[src/core/amc_defines.svh]
// register offsets, field positions, reset values and timing counts
// assumes inclusion by the control block and its bench
`ifndef AMC_DEFINES_SVH
`define AMC_DEFINES_SVH

// register offsets on the 4-bit address port
`define AMC_OFS_RUN_CTRL   4'h0
`define AMC_OFS_TRIG_MODE  4'h1
`define AMC_OFS_REF_RES    4'h2
`define AMC_OFS_UP_LIMIT   4'h3
`define AMC_OFS_LO_LIMIT   4'h4
`define AMC_OFS_CHAN_SEL   4'h5
`define AMC_OFS_RESULT_LO  4'h6
`define AMC_OFS_RESULT_HI  4'h7
`define AMC_OFS_REQ_FLAGS  4'h8
`define AMC_OFS_MASK_FLAGS 4'h9

// field positions
`define AMC_RUN_BIT    7
`define AMC_CE_BIT     0
`define AMC_TMD_HI     7
`define AMC_TMD_LO     6
`define AMC_SCM_BIT    5
`define AMC_TRS_HI     1
`define AMC_REFP_HI    7
`define AMC_REFM_BIT   5
`define AMC_CRK_BIT    3
`define AMC_AWC_BIT    2
`define AMC_TYP_BIT    0
`define AMC_ISS_BIT    7
`define AMC_ADS_HI     4
`define AMC_REQ_BIT    2

// writable bit masks
`define AMC_WM_RUN   8'h81
`define AMC_WM_TRIG  8'he3
`define AMC_WM_REF   8'hed
`define AMC_WM_CHAN  8'h9f

// reset values
`define AMC_RST_ZERO 8'h00
`define AMC_RST_UP   8'hff
`define AMC_RST_MASK 1'b1

// trigger source codes
`define AMC_TRS_TMR  2'h0
`define AMC_TRS_RTC  2'h2
`define AMC_TRS_ITV  2'h3

// comparator settling time in wait mode, and clock period
`define AMC_STAB_NS  1000
`define AMC_CLK_NS   10
`define AMC_STAB_CYC ((`AMC_STAB_NS + `AMC_CLK_NS - 1) / `AMC_CLK_NS)

`endif

[src/core/amc_pkg.sv]
// types of the converter mode, channel and limit control block
// assumes the defines header for widths of nothing; types only
package amc_pkg;

    // sequencer states
    typedef enum logic [1:0] {
        AMC_IDLE = 2'b00,
        AMC_WAIT = 2'b01,
        AMC_CONV = 2'b10
    } amc_fsm_e;

    // complete state of the control block
    typedef struct packed {
        logic [7:0] run_ctrl;
        logic [7:0] trig_mode;
        logic [7:0] ref_res;
        logic [7:0] up_limit;
        logic [7:0] lo_limit;
        logic [7:0] chan_sel;
        logic [9:0] result;
        logic       req_flag;
        logic       mask_flag;
        logic [7:0] rdata;
        amc_fsm_e   fsm;
        logic [6:0] cnt;
        logic       start;
        logic       irq;
    } amc_state_s;

endpackage

[src/core/amc_ctrl.sv]
// converter control: trigger modes, references, limit window, channels
// assumes a converter core on the same clock that pulses done with data
//
// Function
// RULE1 - two-bit field picks software or hardware trigger
// RULE2 - conversion-mode bit: 0 repeats, 1 one-shot
// RULE3 - source field picks timer, clock or interval trigger
// RULE4 - positive reference: supply, pin, internal, 11 barred; the code passes 11 to POS_REF_O
// RULE5 - negative reference: ground or external pin
// RULE6 - polarity 0: interrupt when result inside window
// RULE7 - polarity 1: interrupt when result outside window
// RULE8 - wake-up bit enables snooze wake-up
// RULE9 - resolution bit: 0 ten-bit, 1 eight-bit
// RULE10 - two writable 8-bit upper and lower limits
// RULE11 - external channel codes 0-3 and 16-22
// RULE12 - internal codes: temperature sensor, internal reference
// RULE13 - hardware sets request flag, software clears it
// RULE14 - mask bit 1 blocks conversion-end interrupt
// RULE15 - comparator runs only while enable bit set
// RULE16 - conversions only while run bit set
// RULE17 - software sequential mode repeats conversions continuously
// RULE18 - hardware modes start on each selected trigger; the code ignores triggers that come during wait or conversion
//
// The address map and the strobed register port were decided locally.
`timescale 1ns/1ps
`include "amc_defines.svh"

module amc_ctrl
    import amc_pkg::*;
(
    input  wire logic       REF_CLK_I,     // 100 MHz clock
    input  wire logic       RST_N_I,       // sync reset, low
    input  wire logic [3:0] ADDR_I,        // register address
    input  wire logic [7:0] WDATA_I,       // write data
    input  wire logic       WR_I,          // write strobe
    input  wire logic       RD_I,          // read strobe
    output logic      [7:0] RDATA_O,       // read data, next cycle
    input  wire logic       TMR_TRIG_I,    // timer channel interrupt
    input  wire logic       RTC_TRIG_I,    // real-time clock interrupt
    input  wire logic       ITV_TRIG_I,    // interval timer interrupt
    input  wire logic       CONV_DONE_I,   // core conversion done pulse
    input  wire logic [9:0] CONV_DATA_I,   // core result with done
    output logic            CONV_START_O,  // start one conversion
    output logic            COMP_EN_O,     // comparator enable
    output logic      [4:0] CHAN_O,        // channel code
    output logic            INT_SRC_O,     // internal source select
    output logic      [1:0] POS_REF_O,     // positive reference select
    output logic            NEG_REF_O,     // negative reference select
    output logic            RES8_O,        // eight-bit resolution
    output logic            SNOOZE_EN_O,   // snooze wake-up enable
    output logic            BUSY_O,        // settle wait or conversion in progress
    output logic            IRQ_O          // conversion-end interrupt
);

    ////////////////////////////////////////////////////////////////////
    // helpers

    localparam logic [6:0] STAB_LAST = 7'(`AMC_STAB_CYC - 1);

    // legal channel code for the selected source
    function automatic logic chan_ok(input logic [7:0] c);
        logic [4:0] a;
        a = c[`AMC_ADS_HI:0];
        if (c[`AMC_ISS_BIT])
            chan_ok = (a == 5'h00) || (a == 5'h01); // [RULE12]
        else
            chan_ok = (a <= 5'h03) || ((a >= 5'h10) && (a <= 5'h16)); // [RULE11]
    endfunction

    // limit check on the upper eight result bits
    function automatic logic win_pass(input logic [9:0] r,
                                      input logic       crk,
                                      input logic [7:0] ul,
                                      input logic [7:0] ll);
        logic in_win;
        in_win = (r[9:2] >= ll) && (r[9:2] <= ul); // [RULE10]
        if (crk)
            win_pass = !in_win; // [RULE7]
        else
            win_pass = in_win; // [RULE6]
    endfunction

    // result as stored for the chosen resolution
    function automatic logic [9:0] fit_res(input logic [9:0] d,
                                           input logic       typ);
        fit_res = typ ? {d[9:2], 2'b00} : d; // [RULE9]
    endfunction

    ////////////////////////////////////////////////////////////////////
    // state

    amc_state_s s;
    amc_state_s n;
    logic       sw_mode;
    logic       wait_mode;
    logic       trig_hit;
    logic       go;
    logic [9:0] new_res;

    // trigger mode decode and source select
    always_comb
    begin
        sw_mode   = !s.trig_mode[`AMC_TMD_HI]; // [RULE1]
        wait_mode = s.trig_mode[`AMC_TMD_HI] && s.trig_mode[`AMC_TMD_LO]; // [RULE1]
        case (s.trig_mode[`AMC_TRS_HI:0]) // [RULE3]
            `AMC_TRS_TMR: trig_hit = TMR_TRIG_I;
            `AMC_TRS_RTC: trig_hit = RTC_TRIG_I;
            `AMC_TRS_ITV: trig_hit = ITV_TRIG_I;
            default:      trig_hit = 1'b0;
        endcase
        go = s.run_ctrl[`AMC_RUN_BIT] && s.run_ctrl[`AMC_CE_BIT] // [RULE15] [RULE16]
             && chan_ok(s.chan_sel);
        new_res = fit_res(CONV_DATA_I, s.ref_res[`AMC_TYP_BIT]);
    end

    ////////////////////////////////////////////////////////////////////
    // next state: bus, sequencer, flag

    always_comb
    begin
        n       = s;
        n.start = 1'b0;
        n.rdata = `AMC_RST_ZERO;
        // register writes
        if (WR_I)
        begin
            case (ADDR_I)
                `AMC_OFS_RUN_CTRL:   n.run_ctrl  = WDATA_I & `AMC_WM_RUN;
                `AMC_OFS_TRIG_MODE:  n.trig_mode = WDATA_I & `AMC_WM_TRIG;
                `AMC_OFS_REF_RES:    n.ref_res   = WDATA_I & `AMC_WM_REF;
                `AMC_OFS_UP_LIMIT:   n.up_limit  = WDATA_I; // [RULE10]
                `AMC_OFS_LO_LIMIT:   n.lo_limit  = WDATA_I; // [RULE10]
                `AMC_OFS_CHAN_SEL:   n.chan_sel  = WDATA_I & `AMC_WM_CHAN;
                `AMC_OFS_REQ_FLAGS:  n.req_flag  = WDATA_I[`AMC_REQ_BIT]; // [RULE13]
                `AMC_OFS_MASK_FLAGS: n.mask_flag = WDATA_I[`AMC_REQ_BIT];
                default:             n.mask_flag = s.mask_flag;
            endcase
        end
        // register reads, flag register clears on read
        if (RD_I)
        begin
            case (ADDR_I)
                `AMC_OFS_RUN_CTRL:   n.rdata = s.run_ctrl;
                `AMC_OFS_TRIG_MODE:  n.rdata = s.trig_mode;
                `AMC_OFS_REF_RES:    n.rdata = s.ref_res;
                `AMC_OFS_UP_LIMIT:   n.rdata = s.up_limit;
                `AMC_OFS_LO_LIMIT:   n.rdata = s.lo_limit;
                `AMC_OFS_CHAN_SEL:   n.rdata = s.chan_sel;
                `AMC_OFS_RESULT_LO:  n.rdata = s.result[7:0];
                `AMC_OFS_RESULT_HI:  n.rdata = {6'h00, s.result[9:8]};
                `AMC_OFS_REQ_FLAGS:  n.rdata = {5'h00, s.req_flag, 2'h0};
                `AMC_OFS_MASK_FLAGS: n.rdata = {5'h00, s.mask_flag, 2'h0};
                default:             n.rdata = `AMC_RST_ZERO;
            endcase
            if (ADDR_I == `AMC_OFS_REQ_FLAGS)
                n.req_flag = 1'b0;
        end
        // conversion sequencer
        case (s.fsm)
            AMC_IDLE:
            begin
                if (go && sw_mode)
                begin
                    n.start = 1'b1;
                    n.fsm   = AMC_CONV;
                end
                else if (go && trig_hit) // [RULE18]
                begin
                    if (wait_mode)
                    begin
                        n.cnt = 7'h00;
                        n.fsm = AMC_WAIT;
                    end
                    else
                    begin
                        n.start = 1'b1;
                        n.fsm   = AMC_CONV;
                    end
                end
            end
            AMC_WAIT:
            begin
                // comparator settles before the sample in wait mode
                if (s.cnt == STAB_LAST)
                begin
                    n.start = 1'b1;
                    n.fsm   = AMC_CONV;
                end
                else
                    n.cnt = s.cnt + 7'h01;
            end
            AMC_CONV:
            begin
                if (CONV_DONE_I)
                begin
                    n.result = new_res;
                    if (win_pass(new_res, s.ref_res[`AMC_CRK_BIT],
                                 s.up_limit, s.lo_limit))
                        n.req_flag = 1'b1; // [RULE13]
                    if (!s.trig_mode[`AMC_SCM_BIT]) // [RULE2] [RULE17]
                    begin
                        n.start = 1'b1;
                        n.fsm   = AMC_CONV;
                    end
                    else
                    begin
                        n.fsm = AMC_IDLE;
                        if (sw_mode)
                            n.run_ctrl[`AMC_RUN_BIT] = 1'b0; // [RULE2]
                    end
                end
            end
            default:
                n.fsm = AMC_IDLE;
        endcase
        // stop or abort when run, comparator or channel drops; a write that
        // drops one of them in the start cycle wins over the start
        if (!go || !(n.run_ctrl[`AMC_RUN_BIT] && n.run_ctrl[`AMC_CE_BIT]
                     && chan_ok(n.chan_sel)))
        begin
            n.start = 1'b0; // [RULE15] [RULE16]
            n.fsm   = AMC_IDLE;
        end
        n.irq = n.req_flag && !n.mask_flag; // [RULE14]
    end

    // state register
    always_ff @(posedge REF_CLK_I)
    begin
        if (!RST_N_I)
        begin
            s           <= '0;
            s.up_limit  <= `AMC_RST_UP;
            s.mask_flag <= `AMC_RST_MASK;
            s.fsm       <= AMC_IDLE;
        end
        else
            s <= n;
    end

    ////////////////////////////////////////////////////////////////////
    // outputs, all from the state register

    assign RDATA_O      = s.rdata;
    assign CONV_START_O = s.start;
    assign COMP_EN_O    = s.run_ctrl[`AMC_CE_BIT]; // [RULE15]
    assign CHAN_O       = s.chan_sel[`AMC_ADS_HI:0]; // [RULE11]
    assign INT_SRC_O    = s.chan_sel[`AMC_ISS_BIT]; // [RULE12]
    assign POS_REF_O    = s.ref_res[`AMC_REFP_HI:`AMC_REFP_HI-1]; // [RULE4]
    assign NEG_REF_O    = s.ref_res[`AMC_REFM_BIT]; // [RULE5]
    assign RES8_O       = s.ref_res[`AMC_TYP_BIT]; // [RULE9]
    assign SNOOZE_EN_O  = s.ref_res[`AMC_AWC_BIT]; // [RULE8]
    assign BUSY_O       = (s.fsm != AMC_IDLE);
    assign IRQ_O        = s.irq;
endmodule

[config.mk]
export PLATFORM = sky130hd
export DESIGN_NAME = amc_ctrl
export DESIGN_NICKNAME = d
export VERILOG_FILES = /design/src/core/amc_pkg.sv /design/src/core/amc_ctrl.sv
export VERILOG_INCLUDE_DIRS = /design/src /design/src/core
export SDC_FILE = /design/constraint.sdc
export NUM_CORES = 1
export LEC_CHECK = 0
export ABC_AREA = 1
export BUFFER_PORTS_ARGS = -buffer_cell sky130_fd_sc_hd__buf_2
export CORE_UTILIZATION = 40
export CTS_BUF_LIST = sky130_fd_sc_hd__clkbuf_16
export DETAILED_ROUTE_END_ITERATION = 10
export PLACE_DENSITY = 0.7
export RECOVER_POWER = 50
export SLEW_MARGIN = 10
export SYNTH_ARGS = -nofsm -noshare
export SYNTH_HDL_FRONTEND = slang
export SYNTH_SLANG_ARGS = --single-unit
[constraint.sdc]
create_clock -name REF_CLK_I -period 1.4 [get_ports REF_CLK_I]
set_clock_uncertainty 0.05 [all_clocks]
set_input_delay 0.28 -clock REF_CLK_I [delete_from_list [all_inputs] [get_ports REF_CLK_I]]
set_output_delay 0.28 -clock REF_CLK_I [all_outputs]
set_load 0.01 [all_outputs]
==> results.ini, run 1 <==
[cts]
clk_pin_slew_worst_paths_ns = 0.06
clock_path_buffers = 2
htree_levels = 3
insertion_delay_ns = 0.33
cts_sinks = 66
clockRootBuffer = clkbuf_16
cts_hold_buf = 0
cts_buffers = 9
cts_tree = built

[sta]
slew_headroom = 0.688
fmaxAchievable_ghz = 0.669
worst_pin_slew_ns = 0.468
period_share = 1.07
setup_ws_ns = -0.0942
maxSlewViolCount = 0
setup_viol = 12
rsz0062_at_grt = yes
fin_setup_tns_ns = -0.722
fin_crit_ns = 1.49
hold_slack_ns = 0.195
hold_viol = 0

[synthesis]
synth_warnings = 0
synth_cell_types = 31
synth_fp_nets = 521
netlist_instances = 474
ys_seq_area_frac = 0.389
avgSynthCellArea_um2 = 7.16
synth_area_um2 = 3390
ys_ff_latch = 66

[finish]
area_growth_pct = 40.9
fin_area_um2 = 4780
nets = 629
antennaDiodeCount = 0
drive_gt1_frac = 0.373
nFillCells = 710
final_cell_mix = buf_4, inv_1, nand2_1
layout_commonest_cell = buf_4

[route]
drt_iter0_markers = 310
remaining_drc_errors = 0
drtPass1Iterations = 5
drtAntennaViolNets = 0
via_per_inst = 5.35
wire_per_inst_um = 15.6
postRouteWirelength_um = 10800
vias = 3700

[global_routing]
overflow = 0
grt_pass1_vias = 3434
grt_start_max_net_pins = 21
grt_pass1_wl_um = 16600
track_usage = 0.249
antenna_found_initial = 0

[placement]
port_buffers = 52
gp_congestion = 0.928
place.detailed.hpwl_um = 7880
placed_area_um2 = 4110

[power_and_ir_drop]
leakagePower_nw = 1.97
vdd_drop_max_mv = 0.494
power_density_nw_per_um2 = 940

[floorplan]
die_area_um2 = 8860
start_util = 0.413
die_w_um = 94.1
die_h_um = 94.1
ios = 53
num_rows = 33
core_um2 = 8220

[critical_path]
path_buf_inv = 1
required_ns = 1.61
crit_slowest_cell = dfxtp_2
cp-end-kind = flop
crit_chain = inv_2 -> ha_1 -> nand2_2 -> nor2_2 -> nand4_1 -> nand3_2 -> nand2_1 -> nand2_1 -> nand3_2 -> a21oi_1
crit_fanout = 2
setup.worst_path.class = flop to flop
cp-start-kind = flop
critPathMaxStageDelay_ns = 0.33
crit_family = simple AND/OR/NAND/NOR gates
timing.critical_path.arrival_ns = 1.71

[flow_run]
cap_violations = 0

[outcome]
status = finished with violations
violations = negative setup slack

[hold_path]
hold_path_class = input pin to flop

-- cell usage after synthesis, drive strengths merged --
cell	count	area share
a211oi	5	0.011
a21o	2	0.0044
a21oi	54	0.080
a221oi	3	0.0077
a31oi	1	0.0018
buf	19	0.042
clkbuf	8	0.0088
clkinv	2	0.0022
dfxtp	66	0.39
ha	17	0.063
inv	76	0.084
nand2	70	0.079
nand3	26	0.038
nand4	7	0.013
nor2	41	0.049
nor3	7	0.010
o211ai	1	0.0022
o21a	2	0.0044
o21ai	47	0.070
o221ai	1	0.0026
o22ai	16	0.029
xnor2	2	0.0052
xor2	1	0.0026
-- flip-flops by register name, summed over array words and instances, names as in the netlist --
name / cells
RES8_O: 1
COMP_EN_O: 1
NEG_REF_O: 1
IRQ_O: 1
s: 44
CONV_START_O: 1
SNOOZE_EN_O: 1
CHAN_O: 5
INT_SRC_O: 1
POS_REF_O: 2
RDATA_O: 8
-- logic make-up after synthesis --
group                      share of synthesized area
xor gates and xnor gates                     0.00774
buffers and inverters                          0.137
DFF                                            0.389
adders and majority gates                     0.0627
AOI/OAI and AO/OA                              0.214
and+or+nand+nor                                0.190
-- cell type report --
type,count,area [µm²],area share
well taps,105,131,0.0275
clock buffers,9,225,0.0471
clock inverters,7,53.8,0.0113
flip-flops and latches,66,1350,0.282
inverters,78,295,0.0618
multi-input cells,303,1950,0.408
repair buffers,124,774,0.162
-- worst reg2reg max path: stages, from the launching register on --
cell and delay, ns:
dfxtp_2 0.33, inv_2 0.04, ha_1 0.28, nand2_2 0.06
nor2_2 0.10, nand4_1 0.12, nand3_2 0.09, nand2_1 0.06
nand2_1 0.08, nand3_2 0.08, a21oi_1 0.12
-- layer usage --
metal | global-route usage | vias up | part of all wire
met5 | 0 | - | 0
met3 | 0.0510 | 38 | 0.089
met2 | 0.400 | 201 | 0.46
met1 | 0.317 | 1684 | 0.41
met4 | 0.117 | 0 | 0.040
li1 | - | 1777 | -
-- where the power goes --
group          internal (W)  switching (W)
Sequential          0.00191      0.0000146
Clock               0.00121       0.000895
Combinational      0.000193       0.000273
Total               0.00331        0.00118
-- final timing paths --
path,slack [ns],to,start,depth (start not counted)
max reg2reg,-0.09,s[20],s[45],10
min reg2reg,0.42,s[45],s[45],2
max,-0.09,s[20],s[45],10
min,0.19,s[51],WDATA_I[4],3
-- stage by stage --
stage / util / setup WS (ns) / instances / power, W
detailed placement: 0.501 / -0.283 / 668 / 0.00235
global route: 0.582 / -0.194 / 692 / 0.00464
finish: 0.582 / -0.0942 / 692 / 0.00449
floorplan: - / 0.0124 / 474 / 0.00216
CTS: 0.568 / -0.109 / 690 / 0.00448
global placement: 0.501 / -0.212 / 668 / 0.00234
-- repair_timing --
item | CTS | global route
resized for setup | 61 | 49
endpoints found under the setup margin | 13 | 16
buffers inserted | 6 | 2
pin swaps | 33 | 21
Note: power is estimated with default switching activity, not from simulation.
==> inputs of run 2 (changes only) <==
--- a/config.mk
+++ b/config.mk
@@ -9,7 +9,6 @@
 export ABC_AREA = 1
 export BUFFER_PORTS_ARGS = -buffer_cell sky130_fd_sc_hd__buf_2
 export CORE_UTILIZATION = 40
-export CTS_BUF_LIST = sky130_fd_sc_hd__clkbuf_16
 export DETAILED_ROUTE_END_ITERATION = 10
 export PLACE_DENSITY = 0.7
 export RECOVER_POWER = 50
==> results.ini, run 2 (synthesis results as in run 1) <==
[outcome]
status = finished with violations
violations = negative setup slack

[route]
remaining_drc_errors = 0
postRouteWirelength_um = 10600
drtPass1Iterations = 5
via_per_inst = 5.36
drtAntennaViolNets = 0
wire_per_inst_um = 15.2
vias = 3723
drt_iter0_markers = 274

[placement]
placed_area_um2 = 4110
place.detailed.hpwl_um = 7880
port_buffers = 52
gp_congestion = 0.928
pre_cts_ws_ns = -0.283

[global_routing]
overflow = 0
track_usage = 0.249
grt_pass1_vias = 3425
grt_pass1_wl_um = 16600
grt_start_max_net_pins = 21
antenna_found_initial = 0

[finish]
largest_reg_flops = 44
final_cell_mix = buf_4, nand2_1, inv_1
area_growth_pct = 38.9
fin_area_um2 = 4710
layout_commonest_cell = buf_4
largest-register = s
antennaDiodeCount = 0
nFillCells = 733
drive_gt1_frac = 0.385
nets = 631

[sta]
fin_setup_tns_ns = -0.631
setup_ws_ns = -0.0764
period_share = 1.05
hold_viol = 0
fmaxAchievable_ghz = 0.677
rsz0062_at_grt = yes
slew_headroom = 0.701
maxSlewViolCount = 0
setup_viol = 10
fin_crit_ns = 1.48
worst_pin_slew_ns = 0.448

[floorplan]
num_rows = 33
start_util = 0.413
die_w_um = 94.1
die_area_um2 = 8860
core_um2 = 8220
die_h_um = 94.1
ios = 53

[power_and_ir_drop]
clkPwrFrac = 0.383
swShare = 0.287
vdd_drop_max_mv = 0.362
p_int_w = 0.00275
leakagePower_nw = 1.95
power_density_nw_per_um2 = 819
power_frac_seq = 0.497
power.switching_w = 0.00111
p_comb_frac = 0.121

[flow_run]
cap_violations = 0

[critical_path]
required_ns = 1.60
crit_fanout = 4
setup.worst_path.class = flop to flop
critPathMaxStageDelay_ns = 0.33
worstSetupStartpoint = s[78]
reg2reg_from = s[78]
timing.critical_path.arrival_ns = 1.67
crit_chain = inv_2 -> nor3_4 -> nand3_2 -> inv_2 -> nand2_2 -> nor2_2 -> nand2_2 -> buf_6 -> nand3_1 -> a21oi_1
cp-end-kind = flop
crit_slowest_cell = dfxtp_2
cp-start-kind = flop

[cts]
cts_tree = built
cts_buffers = 9
cts_sinks = 66
clk_pin_slew_worst_paths_ns = 0.08
clock_path_buffers = 2
htree_levels = 3
clockRootBuffer = clkbuf_8
insertion_delay_ns = 0.36
cts_hold_buf = 0

[hold_path]
min-delay-start = WDATA_I[4]
hold_path_class = input pin to flop

[run 2: cell count changes in the layout (fill, tap and decap cells not counted), sizes merged]
cell / delta
buf: +6
clkbuf: -4
inv: +1
clkinv: -1
[run 2: critical path, delay by kind of cell, from the launching register on]
family	cells	cell delay [ns]
buffers and inverters	3	0.28
DFF	1	0.33
AOI/OAI and AO/OA	1	0.06
and+or+nand+nor	6	0.65
[run 2: what timing repair did]
item	CTS	global route
pin swaps	35	19
endpoints found under the setup margin	13	15
resized for setup	64	46
setup buffers	7	3
[run 2: routing by layer]
metal,GRT usage,up-vias,part of all wire
met5,0,-,0
li1,-,1782,-
met3,0.0429,36,0.078
met2,0.405,181,0.46
met1,0.315,1724,0.43
met4,0.127,0,0.036
[run 2: final cells by class]
class                      count  area, µm²  share of cell area
tap                          105        131              0.0279
clock inverter                 7       53.8              0.0114
timing repair buffer         126        805               0.171
multi-input combinational    303       1960               0.415
inverter                      78        295              0.0626
sequential                    66       1350               0.286
clock buffer                   9        124              0.0263
[run 2: path summary, 6_finish.rpt]
path,to,slack [ns],depth (start not counted)
setup / recovery,s[5],-0.08,10
hold / removal,s[51],0.17,3
setup reg to reg,s[5],-0.08,10
hold reg to reg,s[27],0.42,2
[run 2: power by group through the flow]
stage	Combinational [W]	Clock, W	Sequential [W]
2_1_floorplan	0.000201	0	0.00196
3_3_place_gp	0.000384	0	0.00196
3_5_place_dp	0.000393	0	0.00196
4_1_cts	0.000447	0.00150	0.00192
5_1_grt	0.000511	0.00157	0.00192
6_report	0.000466	0.00148	0.00192
[run 2: per-stage QoR]
step	hold slack (ns)	std cells	util	total power, W
6_report	0.165	694	0.574	0.00386
5_1_grt	0.172	694	0.574	0.00400
4_1_cts	0.147	691	0.560	0.00386
3_5_place_dp	0.410	668	0.501	0.00235
3_3_place_gp	0.407	668	0.501	0.00234
2_1_floorplan	0.356	474	-	0.00216
